**src/rtl/smc_pkg.sv**
```systemverilog
// shared constants and types for the sensor mode control register
`default_nettype none
package smc_pkg;
    localparam logic [7:0] SMC_REG_ADDR = 8'h2B;
    localparam logic [7:0] SMC_REG_RESET = 8'h00;
    localparam logic [7:0] SMC_RDATA_NONE = 8'h00;
    localparam logic SMC_UNUSED_VAL = 1'b0;
    localparam int SMC_CLK_PERIOD_NS = 4;
    localparam int SMC_BOOT_TIME_NS = 1000;
    localparam int SMC_BOOT_CYC = (SMC_BOOT_TIME_NS + SMC_CLK_PERIOD_NS - 1) / SMC_CLK_PERIOD_NS;
    localparam logic [7:0] SMC_BOOT_CNT = 8'(SMC_BOOT_CYC);
    localparam logic [7:0] SMC_CNT_LAST = 8'h01;
    localparam logic [7:0] SMC_CNT_ZERO = 8'h00;
    localparam int SMC_AXIS_W = 14;
    localparam logic [SMC_AXIS_W-1:0] SMC_ST_SHIFT = 14'h0100;

    typedef enum logic [1:0] {
        SMC_OSR_NORMAL = 2'h0,
        SMC_OSR_LNLP = 2'h1,
        SMC_OSR_HIRES = 2'h2,
        SMC_OSR_LOWPWR = 2'h3
    } smc_osr_t;

    typedef struct packed {
        logic selftest;
        logic reboot;
        logic unused;
        smc_osr_t smods;
        logic slpe;
        smc_osr_t mods;
    } smc_ctrl_t;

    typedef struct packed {
        smc_osr_t mode;
        logic [2:0] rate;
    } smc_osr_sel_t;

    typedef struct packed {
        logic [SMC_AXIS_W-1:0] x;
        logic [SMC_AXIS_W-1:0] y;
        logic [SMC_AXIS_W-1:0] z;
    } smc_axes_t;

    typedef enum logic [1:0] {
        SMC_BS_IDLE = 2'b00,
        SMC_BS_STBY = 2'b01,
        SMC_BS_BOOT = 2'b11,
        SMC_BS_DONE = 2'b10
    } smc_boot_st_t;
endpackage
`default_nettype wire

```
**src/rtl/smc_boot_seq.sv**
```systemverilog
// reboot sequencer: standby first, then boot count with interfaces held in reset
`default_nettype none
module smc_boot_seq (
    // clock and reset
    input wire logic clk_sys,
    input wire logic rstn,
    // requests
    input wire logic sw_req,
    input wire logic pin_req,
    input wire logic sys_active,
    // sequencing outputs
    output logic force_standby,
    output logic load_defaults,
    output logic if_reset,
    output logic boot_done,
    output logic busy
);
    import smc_pkg::*;

    smc_boot_st_t st_q, st_d;
    logic [7:0] cnt_q, cnt_d;

    always_comb begin
        st_d = st_q;
        cnt_d = cnt_q;
        case (st_q)
            SMC_BS_IDLE: begin
                if (sw_req || pin_req) begin
                    if (sys_active) begin
                        st_d = SMC_BS_STBY;
                    end else begin
                        st_d = SMC_BS_BOOT;
                        cnt_d = SMC_BOOT_CNT;
                    end
                end
            end
            SMC_BS_STBY: begin
                if (!sys_active) begin
                    st_d = SMC_BS_BOOT;
                    cnt_d = SMC_BOOT_CNT;
                end
            end
            SMC_BS_BOOT: begin
                cnt_d = cnt_q - SMC_CNT_LAST;
                if (cnt_q == SMC_CNT_LAST) begin
                    st_d = SMC_BS_DONE;
                end
            end
            default: begin
                st_d = SMC_BS_IDLE;
                cnt_d = SMC_CNT_ZERO;
            end
        endcase
    end

    always_ff @(posedge clk_sys or negedge rstn) begin
        if (!rstn) begin
            st_q <= SMC_BS_IDLE;
            cnt_q <= SMC_CNT_ZERO;
        end else begin
            st_q <= st_d;
            cnt_q <= cnt_d;
        end
    end

    assign force_standby = (st_q != SMC_BS_IDLE);
    assign load_defaults = (st_q == SMC_BS_BOOT) && (cnt_q == SMC_BOOT_CNT);
    assign if_reset = (st_q == SMC_BS_BOOT) || (st_q == SMC_BS_DONE);
    assign boot_done = (st_q == SMC_BS_DONE);
    assign busy = (st_q != SMC_BS_IDLE);
endmodule
`default_nettype wire

```
**src/rtl/smc_mode_ctrl.sv**
```systemverilog
// sensor mode control register with self-test, reboot, oversampling and auto-sleep
`default_nettype none
// Notes on behaviour
// - self-test bit set adds a fixed shift to every axis output sample.
// - reboot bit set makes the boot logic reload every register field except the reboot bit with defaults.
// - reboot is accepted both in standby and in active mode.
// - reboot forces standby first; boot begins only once standby is reached.
// - rising edge on the reset pin starts the same reboot.
// - every reboot also resets the serial interface logic.
// - reboot bit clears by hardware when boot is finished.
// - sleep oversampling field with sleep rate sets sleep mode oversampling.
// - auto-sleep bit enables automatic sleep and wake transitions.
// - wake oversampling field with output rate sets wake mode oversampling.
// - field codes 00 normal, 01 low-noise low-power, 10 high-res, 11 low-power.
// - with auto-sleep on, each sleep/wake change flushes fifo and clears debounce.
module smc_mode_ctrl (
    // clock and reset
    input wire logic clk_sys,
    input wire logic rstn,
    // register port from serial interface
    input wire logic reg_wr,
    input wire logic reg_rd,
    input wire logic [7:0] reg_addr,
    input wire logic [7:0] reg_wdata,
    output logic [7:0] reg_rdata,
    // external reset pin
    input wire logic rst_pin,
    // system mode
    input wire logic sys_active,
    input wire logic sleep_state,
    input wire logic [2:0] output_rate_select,
    input wire logic [1:0] aslp_rate,
    // sample path
    input wire smc_pkg::smc_axes_t axes_in,
    output smc_pkg::smc_axes_t axes_out,
    // control outputs
    output logic accel_selftest_enable,
    output logic auto_sleep_en,
    output smc_pkg::smc_osr_sel_t osr_sel,
    output logic fifo_flush,
    output logic debounce_clear,
    output logic force_standby,
    output logic if_reset,
    output logic boot_busy
);
    import smc_pkg::*;

    smc_ctrl_t ctrl_q, ctrl_d;
    logic [7:0] rdata_q, rdata_d;
    smc_axes_t axes_q, axes_d;
    smc_osr_sel_t osr_q, osr_d;
    logic flush_q, flush_d;
    logic sleep_prev_q;
    logic pin_s1_q, pin_s2_q, pin_s3_q;
    logic pin_edge;
    logic load_defaults;
    logic boot_done;
    logic hit;
    smc_ctrl_t wr_val;

    smc_boot_seq u_boot (
        .clk_sys(clk_sys),
        .rstn(rstn),
        .sw_req(ctrl_q.reboot),
        .pin_req(pin_edge),
        .sys_active(sys_active),
        .force_standby(force_standby),
        .load_defaults(load_defaults),
        .if_reset(if_reset),
        .boot_done(boot_done),
        .busy(boot_busy)
    );

    // reset pin synchroniser and edge detect
    always_ff @(posedge clk_sys or negedge rstn) begin
        if (!rstn) begin
            pin_s1_q <= 1'b0;
            pin_s2_q <= 1'b0;
            pin_s3_q <= 1'b0;
        end else begin
            pin_s1_q <= rst_pin;
            pin_s2_q <= pin_s1_q;
            pin_s3_q <= pin_s2_q;
        end
    end
    assign pin_edge = pin_s2_q && !pin_s3_q;

    // register file
    assign hit = (reg_addr == SMC_REG_ADDR);
    assign wr_val = smc_ctrl_t'(reg_wdata);

    always_comb begin
        ctrl_d = ctrl_q;
        rdata_d = rdata_q;
        if (reg_wr && hit && !if_reset) begin
            ctrl_d = wr_val;
            ctrl_d.reboot = ctrl_q.reboot || wr_val.reboot;
        end
        if (load_defaults) begin
            ctrl_d = smc_ctrl_t'(SMC_REG_RESET);
            ctrl_d.reboot = ctrl_q.reboot;
        end
        if (boot_done) begin
            ctrl_d.reboot = 1'b0;
        end
        ctrl_d.unused = SMC_UNUSED_VAL;
        if (reg_rd && hit && !if_reset) begin
            rdata_d = ctrl_q;
        end else if (reg_rd) begin
            rdata_d = SMC_RDATA_NONE;
        end
    end

    always_ff @(posedge clk_sys or negedge rstn) begin
        if (!rstn) begin
            ctrl_q <= smc_ctrl_t'(SMC_REG_RESET);
            rdata_q <= SMC_RDATA_NONE;
        end else begin
            ctrl_q <= ctrl_d;
            rdata_q <= rdata_d;
        end
    end

    // sample path, oversampling select and auto-sleep transition handling
    always_comb begin
        axes_d = axes_in;
        if (ctrl_q.selftest) begin
            axes_d.x = axes_in.x + SMC_ST_SHIFT;
            axes_d.y = axes_in.y + SMC_ST_SHIFT;
            axes_d.z = axes_in.z + SMC_ST_SHIFT;
        end
        if (sleep_state) begin
            osr_d.mode = ctrl_q.smods;
            osr_d.rate = {1'b0, aslp_rate};
        end else begin
            osr_d.mode = ctrl_q.mods;
            osr_d.rate = output_rate_select;
        end
        flush_d = ctrl_q.slpe && (sleep_state != sleep_prev_q);
    end

    always_ff @(posedge clk_sys or negedge rstn) begin
        if (!rstn) begin
            axes_q <= '0;
            osr_q <= '0;
            flush_q <= 1'b0;
            sleep_prev_q <= 1'b0;
        end else begin
            axes_q <= axes_d;
            osr_q <= osr_d;
            flush_q <= flush_d;
            sleep_prev_q <= sleep_state;
        end
    end

    assign reg_rdata = rdata_q;
    assign axes_out = axes_q;
    assign osr_sel = osr_q;
    assign fifo_flush = flush_q;
    assign debounce_clear = flush_q;
    assign accel_selftest_enable = ctrl_q.selftest;
    assign auto_sleep_en = ctrl_q.slpe;
endmodule
`default_nettype wire

```
**config.mk**
```make
export PLATFORM = sky130hd
export DESIGN_NAME = smc_mode_ctrl
export DESIGN_NICKNAME = d
export VERILOG_FILES = /design/src/rtl/smc_pkg.sv /design/src/rtl/smc_boot_seq.sv /design/src/rtl/smc_mode_ctrl.sv
export SDC_FILE = /design/constraint.sdc
export NUM_CORES = 1
export LEC_CHECK = 0
export BUFFER_PORTS_ARGS = -buffer_cell sky130_fd_sc_hd__clkbuf_2
export CAP_MARGIN = 20
export CELL_PAD_IN_SITES_DETAIL_PLACEMENT = 1
export CELL_PAD_IN_SITES_GLOBAL_PLACEMENT = 1
export CORE_MARGIN = 2
export CORE_UTILIZATION = 29
export CTS_CLUSTER_DIAMETER = 40
export DETAILED_ROUTE_END_ITERATION = 8
export PLACE_DENSITY = 0.74
export SLEW_MARGIN = 20
export SYNTH_ARGS = -nofsm -noshare
export SYNTH_HDL_FRONTEND = slang
export SYNTH_SLANG_ARGS = --single-unit
```
**constraint.sdc**
```tcl
create_clock -name clk_sys -period 2.3 [get_ports clk_sys]
set_input_delay 0.23 -clock clk_sys [delete_from_list [all_inputs] [get_ports clk_sys]]
set_output_delay 0.23 -clock clk_sys [all_outputs]
set_load 0.05 [all_outputs]
```
==> results.yml, run 1 <==
hold_path:
  hp-class: "input port to flop"
global_route:
  grt_pass1_wl_um: 13000
  grt_pass1_vias: 2533
  antenna_found_initial: 0
  grt_start_max_net_pins: 77
  grt_usage_pct: 15.4
  grt.overflow.total: 0
final_layout:
  fin_area_sq_um: 4140
  nets: 453
  drive_gt1_share_pct: 41.6
  synthToLayoutAreaGrowth_pct: 43.0
  num_antenna_cells: 0
critical_path:
  arrival_ns: 1.71
  cpMaxStageDelayCell: "dfrtp_1"
  cp_max_fo: 12
  setup.worst_path.start_class: "flop"
  crit_type: "flop to output pin"
  required_ns: 2.07
  slowest_delay_ns: 0.59
  cp_cell_sequence: "inv_1 > nand2_1 > clkbuf_2"
  end_kind: "output pin"
floorplan:
  core_area_sq_um: 9730
  io_pins: 132
  row_count: 36
  die-height_um: 104
  start_util_pct: 29.7
  dieArea_sq_um: 10800
  die_w_um: 104
logic_synthesis:
  seq_area_frac_synth_pct: 65.7
  synth_area_sq_um: 2890
  synth-seq-cells: 76
  synth_top_area_share_pct: 65.7
  synth_cells: 218
  ys_types: 35
  synth_fp_nets: 294
  ys_warn_count: 0
  syn_avg_cell_area_sq_um: 13.3
  synth.area.top_cells: "dfrtp_1, o21ai_0, xnor2_1"
  synth_top_cell_by_area: "dfrtp_1"
detailed_routing:
  vias: 2268
  wl_um: 7900
  ant_nets: 0
  viasPerCell: 4.40
  detail_route.wl_per_cell_um: 15.3
  first_pass_iters: 4
  drt_iter0_markers: 93
  drc_errors: 0
cts:
  cts_buffers: 9
  cts-root-buf: "clkbuf_8"
  clock-sinks: 76
  cts_tree: "built"
  clockBufferDepth: 2
  clk_pin_slew_ns: 0.08
  clk_latency_ns: 0.34
  cts_setup_buffers: 0
  h-tree-depth: 3
power:
  ir_drop_mv: 0.263
  p_leak_nw: 2.02
  power_density_nw_per_um2: 829
flow_run:
  cap_violations: 0
sta:
  max_freq_mhz: 517
  fin_crit_sh_pct: 84.1
  relSlewSlack_pct: 55.4
  fin_crit_ns: 1.94
  setup_viol: 0
  rsz0062_at_grt: "no"
  hold_viol: 0
  maxSlewViolCount: 0
  finalSetupTns_ns: 0
  fin_worst_skew_ns: 0.00744
  worst_slew_pin_slew_ns: 0.670
placement:
  gp_congestion: 0.754
  hpwl_um: 5510
  io_buffers: 129
  placed_cell_area_sq_um: 3690
status:
  status: "finished, final reports clean"
-- logic make-up (layout without fill, tap and decap cells) --
| kind of cell | count (synthesis) | in the layout | share of synthesized area (%) |
|---|---|---|---|
| XOR/XNOR | 17 | 17 | 5.14 |
| adder cells (fa/ha/maj) | 6 | 6 | 2.59 |
| multiplexers | 8 | 8 | 3.07 |
| flip-flops | 76 | 76 | 65.7 |
| buffers and inverters | 23 | 187 | 3.46 |
| AND/OR/NAND/NOR | 49 | 49 | 10.9 |
| AO/OA/AOI/OAI | 38 | 38 | 9.04 |
| other | 1 | 1 | 0.130 |
-- per-stage QoR --
stage	util [%]	hold slack (ns)	power, mW	setup slack, ns	instances
4_1_cts	42.5	0.0330	3.49	0.337	515
5_1_grt	42.5	0.0403	3.63	0.274	515
3_3_place_gp	37.9	0.280	2.42	0.642	473
2_1_floorplan	-	-0.0656	2.18	0.581	218
6_report	42.5	0.0592	3.43	0.365	515
3_5_place_dp	37.9	0.284	2.45	0.522	473
-- cell type report --
| class | instances | area (sq um) |
|---|---|---|
| timing repair buffer | 157 | 936 |
| clock buffer | 9 | 124 |
| multi-input combinational | 119 | 892 |
| tap | 133 | 166 |
| clock inverter | 7 | 65.1 |
| fill | 1106 | 5590 |
| sequential | 76 | 1900 |
| inverter | 14 | 52.6 |
-- repair_timing --
action | CTS | global route
hold buffers | 26 | 0
gates resized for setup | 0 | 0
endpoints found under the hold margin | 101 | 0
-- worst max-delay path: cells and delay by family, from the launching register on --
kind,cells,cell delay (ns)
buf+inv,2,0.57
simple gates,1,0.20
flops,1,0.59
-- cell usage after synthesis (all sizes together) --
library cell / n
xnor2: 10
nor2b: 2
o2bb2ai: 1
and3: 1
o31a: 2
nor3: 2
a41oi: 1
xor2: 7
dfrtp: 76
or3b: 1
nand2: 20
a22o: 6
nand3: 1
mux2: 7
o22a: 1
nand4b: 3
o31ai: 2
clkbuf: 4
a21oi: 1
o21ai: 18
nor4: 3
inv: 14
nand4: 8
a21o: 2
nand4bb: 1
mux2i: 1
ha: 6
and2: 1
conb: 1
o32ai: 2
nor2: 6
buf: 5
a31oi: 1
a211o: 1
-- routing by layer --
metal / up-vias / GRT usage, % / routed length (um)
met5: - / 0 / 0
li1: 1067 / - / -
met2: 77 / 28.6 / 4330
met4: 0 / 6.47 / 139
met1: 1115 / 16.9 / 3080
met3: 9 / 3.45 / 354
-- path summary, 6_finish.rpt --
path                       depth (start not counted)             from  slack [ns]              end
hold / removal                                     2      axes_in[13]        0.06     axes_out[13]
hold reg to reg                                    0         pin_s1_q        0.37         pin_s2_q
setup reg to reg                                   6  u_boot.cnt_q[0]        0.53  u_boot.cnt_q[6]
min in group asynchronous                          3             rstn        0.43       osr_sel[4]
max in group asynchronous                          3             rstn        1.53      axes_out[8]
setup / recovery                                   3   u_boot.st_q[1]        0.36        boot_busy
-- registers in the layout, summed over array words and instances (netlist names) --
name and count:
debounce_clear 1, ctrl_q 5, u_boot.cnt_q 8, pin_s3_q 1, pin_s1_q 1, u_boot.st_q 2
accel_selftest_enable 1, osr_sel 5, axes_out 42, pin_s2_q 1, auto_sleep_en 1, reg_rdata 7
sleep_prev_q 1
-- cell usage in the layout (no fill, tap or decap), types with 2 or more instances in the layout --
master and instances:
inv_1 14, inv_8 2, inv_6 2, clkbuf_8 9, clkinv_4 2, clkbuf_2 128
xnor2_1 10, o31ai_1 2, o21ai_0 18, nor2b_1 2, buf_4 2, nor2_1 6
dlygate4sd3_1 26, xor2_1 7, mux2_2 7, a22o_1 6, a21o_1 2, nand4_1 8
nor4_4 3, o32ai_1 2, nand2_1 20, dfrtp_1 76, o31a_1 2, nand4b_1 3
nor3_1 2, ha_1 6
-- power breakdown --
part	switching, mW	internal [mW]
clock	0.554	0.418
sequential	0.178	1.47
combinational	0.514	0.297
Power figures use the tool's default switching activity.
==> run 2: changes to the inputs <==
ABC_AREA = 1   (was not set)
PLACE_DENSITY = 0.78   (was 0.74)
clock period = 1.6 ns   (was 2.3 ns; I/O delays follow)
==> run 2 against run 1 <==
Cell count is 17% higher. Power is 63% higher. Critical endpoint is now accel_selftest_enable. Die area is 4.2% higher.
==> results.yml, run 2 <==
status:
  status: "finished, final reports clean"
placement:
  io_buffers: 129
  gp_congestion: 0.853
  placed_cell_area_sq_um: 3820
  place_inst: 551
  hpwl_um: 6340
  pre_cts_ws_ns: 0.203
cts:
  cts_buffers: 9
  cts_setup_buffers: 0
  clock-sinks: 76
  clk_latency_ns: 0.35
  h-tree-depth: 3
  clk_pin_slew_ns: 0.08
  cts_tree: "built"
  cts-root-buf: "clkbuf_8"
  clockBufferDepth: 2
sta:
  hold_viol: 0
  fin_crit_ns: 1.49
  fin_crit_sh_pct: 93.4
  finalSetupTns_ns: 0
  setup_viol: 0
  fin_worst_skew_ns: 0.0109
  worst_slack_ns: 0.106
  rsz0062_at_grt: "no"
  max_freq_mhz: 669
  hold_slack_ns: 0.0116
  maxSlewViolCount: 0
logic_synthesis:
  synth-seq-cells: 76
  syn_avg_cell_area_sq_um: 10.5
  synth_fp_nets: 364
  synth_edf_count: 0
  seq_area_frac_synth_pct: 63.0
  synth.area.top_cells: "dfrtp_1, nand2_1, nand3_1"
  async_reset_ff_share_pct: 100
  synth_area_sq_um: 3020
  synth_top_area_share_pct: 63.0
  synth_top_cell_by_area: "dfrtp_1"
  synth_cells: 288
  ys.flop_type: "dfrtp_1"
  synthTopCellsByCount: "dfrtp_1, nand2_1, inv_1"
  ys_warn_count: 0
  synth.most_common_cell: "dfrtp_1"
  ys_types: 31
critical_path:
  cp_top_family: "flip-flops"
  cp_cell_sequence: "clkbuf_2"
  path_buf_inv: 1
  required_ns: 1.44
  r2r-start: "u_boot.cnt_q[0]"
  cpMaxStageDelayCell: "dfrtp_1"
  r2r_slack_ns: 0.19
  crit_type: "flop to output pin"
  setup.worst_path.start_class: "flop"
  cp_max_fo: 12
  crit_start: "accel_selftest_enable"
  arrival_ns: 1.33
  end_kind: "output pin"
  slowest_delay_ns: 0.62
flow_run:
  cap_violations: 0
floorplan:
  core_area_sq_um: 10200
  die_w_um: 106
  die-height_um: 106
  start_util_pct: 29.5
  dieArea_sq_um: 11200
  io_pins: 132
  row_count: 37
hold_path:
  hp-start: "axes_in[26]"
  hp-class: "input port to flop"
final_layout:
  final_common_cell: "clkbuf_2"
  synthToLayoutAreaGrowth_pct: 44.0
  final_util_pct: 42.5
  nets: 534
  instances_no_fill: 600
  fin_area_sq_um: 4350
  largest_reg_flops: 42
  layout_common_cells: "clkbuf_2, dfrtp_1, nand2_1, dlygate4sd3_1, inv_1"
  drive_gt1_share_pct: 36.9
detailed_routing:
  detail_route.wl_per_cell_um: 14.1
  drt_iter0_markers: 88
  drc_errors: 0
  ant_nets: 0
  wl_um: 8450
  viasPerCell: 4.26
  first_pass_iters: 4
  vias: 2557
global_route:
  grt.overflow.total: 0
  grt_start_max_net_pins: 34
  grt_pass1_vias: 2812
  grt_pass1_wl_um: 13600
  grt_usage_pct: 15.6
  antenna_found_initial: 1
power:
  ir_drop_mv: 0.430
  power_density_nw_per_um2: 1280
  power.total_mw: 5.57
  p_leak_nw: 2.25
[run 2: metal layers]
metal	wire (um)	global-route usage, %
met1	3440	18.2
met2	4450	28.0
met4	290	7.89
met3	273	2.33
met5	0	0
[run 2: kinds of logic (layout without fill, tap and decap cells)]
family / Yosys count / count (layout) / synth area share (%)
simple gates: 115 / 115 / 17.5
mux: 2 / 2 / 0.746
flops: 76 / 76 / 63.0
fa+ha+maj: 6 / 6 / 2.49
buf+inv: 47 / 222 / 7.04
xor+xnor: 16 / 16 / 4.64
other cells: 1 / 2 / 0.124
compound gates: 25 / 25 / 4.47
[run 2: worst reg2reg max path: stages (launching register included)]
cell	delay [ns]
dfrtp_2	0.44
inv_1	0.11
ha_1	0.19
inv_1	0.09
nor2_1	0.16
nand2_1	0.07
nand3_1	0.08
nand2_1	0.05
o21ai_1	0.07
inv_1	0.05
[run 2: final timing paths]
| kind | cells after the start | endpoint |
|---|---|---|
| hold reg to reg | 0 | pin_s2_q |
| setup / recovery | 1 | accel_selftest_enable |
| min in group asynchronous | 2 | axes_out[27] |
| setup reg to reg | 9 | u_boot.cnt_q[4] |
| hold / removal | 2 | axes_out[26] |
| max in group asynchronous | 3 | axes_out[6] |
[run 2: final cells by class]
class / instances / area (sq um)
fillers: 1206 / 5880
flip-flops and latches: 76 / 1900
repair buffers: 168 / 1020
multi-input cells: 165 / 906
well taps: 136 / 170
inverters: 38 / 146
clock buffers: 11 / 141
clock inverters: 5 / 58.8
diodes: 1 / 2.50
[run 2: report_power, final]
| part | switching [mW] | total [mW] | leakage [nW] | internal [mW] |
|---|---|---|---|---|
| clock | 0.711 | 1.48 | 0.0960 | 0.767 |
| sequential | 0.237 | 2.37 | 0.925 | 2.14 |
| combinational | 1.18 | 1.72 | 1.23 | 0.542 |
| total | 2.13 | 5.57 | 2.25 | 3.45 |
[run 2: repair_timing]
action                                  4_1_cts  5_1_grt
hold buffers                                 32        0
endpoints found under the setup margin        0        3
hold endpoints to repair                     61        0
resized for setup                             0        2
==> run 3: changes to the inputs <==
CORE_ASPECT_RATIO = 1.2   (was not set)
PLACE_DENSITY = 0.75   (was 0.78)
clock period = 1.5 ns   (was 1.6 ns; I/O delays follow)
==> run 3 against run 2 <==
Count of clock-buffer cells in the layout decreased by 2. Sequential power increased by 8%. Global-route usage decreased by 0.093 points. Worst hold slack got worse by 0.0034 ns. Sequential share of layout area decreased by 0.82 points. Clock skew decreased by 0.0043 ns. Routed wire length decreased by 0.39%. Register-to-register slack got worse by 0.10 ns. Highest routed layer unchanged.
==> results.yml, run 3 (synthesized netlist as in run 2, its figures left out) <==
floorplan:
  start_util_pct: 30.0
  io_pins: 132
  die-height_um: 116
  die_w_um: 97.2
  row_count: 40
  dieArea_sq_um: 11300
  core_area_sq_um: 10100
final_layout:
  drive_gt1_share_pct: 37.7
  final_common_cell: "clkbuf_2"
  nets: 530
  num_antenna_cells: 0
  layout_common_cells: "clkbuf_2, dfrtp_1, nand2_1, inv_1, dlygate4sd3_1"
  final_util_pct: 44.1
  largest_reg_flops: 42
  fin_area_sq_um: 4430
  synthToLayoutAreaGrowth_pct: 46.8
critical_path:
  r2r_slack_ns: 0.09
  required_ns: 1.35
  end_kind: "output pin"
  cp_max_fo: 8
  cp_cell_sequence: "nor2_2 > inv_1 > clkbuf_2"
  timing.rr.end: "ctrl_q[1]"
  crit_type: "flop to output pin"
  r2r.worst_path.cells: 7
  arrival_ns: 1.28
  r2r-start: "u_boot.cnt_q[0]"
  cpMaxStageDelayCell: "dfrtp_2"
  slowest_delay_ns: 0.49
  setup.worst_path.start_class: "flop"
global_route:
  grt_pass1_wl_um: 13900
  grt_usage_pct: 15.6
  grt_pass1_vias: 2918
  grt_start_max_net_pins: 28
  antenna_found_initial: 0
  grt.overflow.total: 0
status:
  status: "finished, final reports clean"
detailed_routing:
  drt_iter0_markers: 93
  drc_errors: 0
  wl_um: 8420
  first_pass_iters: 4
  vias: 2610
  ant_nets: 0
  detail_route.wl_per_cell_um: 14.4
  viasPerCell: 4.46
sta:
  fin_worst_skew_ns: 0.00663
  hold_viol: 0
  setup_viol: 0
  worst_slack_ns: 0.0728
  max_freq_mhz: 701
  maxSlewViolCount: 0
  fin_crit_ns: 1.43
  finalSetupTns_ns: 0
  fin_crit_sh_pct: 95.1
placement:
  io_buffers: 129
  gp_congestion: 0.862
  placed_cell_area_sq_um: 3820
  hpwl_um: 6360
  pre_cts_ws_ns: 0.0748
hold_path:
  hp-class: "input port to flop"
  hold_path_depth: 3
  hp-start: "reg_wdata[2]"
  hold_path_end: "auto_sleep_en"
cts:
  cts-root-buf: "clkbuf_16"
  clockBufferDepth: 2
  clock-sinks: 76
  h-tree-depth: 3
  cts_tree: "built"
  clk_pin_slew_ns: 0.06
  clk_latency_ns: 0.33
  cts_buffers: 9
power:
  ir_drop_mv: 0.520
  p_leak_nw: 2.31
  power.total_mw: 6.79
  power_density_nw_per_um2: 1530
flow_run:
  cap_violations: 0
## run 3: cell count changes in the layout (fill, tap and decap cells not counted), moves of 2 or more
| cell | before | now |
|---|---|---|
| clkbuf_16 | 0 | 9 |
| dlygate4sd3_1 | 32 | 27 |
| inv_6 | 1 | 3 |
| clkbuf_8 | 10 | 0 |
| clkinvlp_4 | 2 | 0 |
## run 3: per-layer routing
metal  part of all wire (%)  routed length [um]  track usage, %
met1                     38                3240            17.1
met4                    2.0                 167            5.45
met2                     51                4330            27.7
met5                      0                   0               0
met3                    8.0                 677            5.97
## run 3: layout make-up
cell class | instances | area, sq um
Inverter | 38 | 146
Fill cell | 1144 | 5630
Clock inverter | 7 | 103
Clock buffer | 9 | 225
Timing Repair Buffer | 164 | 991
Multi-Input combinational cell | 165 | 906
Sequential cell | 76 | 1900
Tap cell | 126 | 158
## run 3: what timing repair did
action | 4_1_cts | 5_1_grt
hold buffers | 27 | 0
resized for setup | 2 | 0
endpoints found under the setup margin | 2 | 6
setup buffers | 0 | 2
endpoints found under the hold margin | 46 | 0
## run 3: how the worst max path moves through the flow
stage	from	to	slack, ns
6_report	u_boot.st_q[0]	force_standby	0.07
5_1_grt	u_boot.cnt_q[0]	u_boot.cnt_q[4]	-0.01
4_1_cts	u_boot.cnt_q[0]	ctrl_q[1]	0.05
3_5_place_dp	u_boot.cnt_q[0]	ctrl_q[1]	0.07
3_3_place_gp	u_boot.cnt_q[0]	ctrl_q[4]	0.15
2_1_floorplan	accel_selftest_enable	axes_out[27]	0.05
## run 3: critical path, delay by kind of cell, from the launching register on
| kind | cells | cell delay, ns |
|---|---|---|
| flip-flops | 1 | 0.49 |
| buffers and inverters | 2 | 0.31 |
| AND/OR/NAND/NOR | 1 | 0.15 |
## run 3: per-stage QoR
step / hold slack [ns] / cells
CTS: 0.000754 / 583
global placement: 0.0703 / 540
floorplan: -0.146 / 288
finish: 0.00812 / 585
global route: 0.00975 / 585
detailed placement: 0.0759 / 540
## run 3: power by group
part           internal, mW  switching [mW]  total (mW)
Combinational         0.584            1.27        1.86
Sequential             2.28           0.263        2.55
Clock                  1.48           0.901        2.38
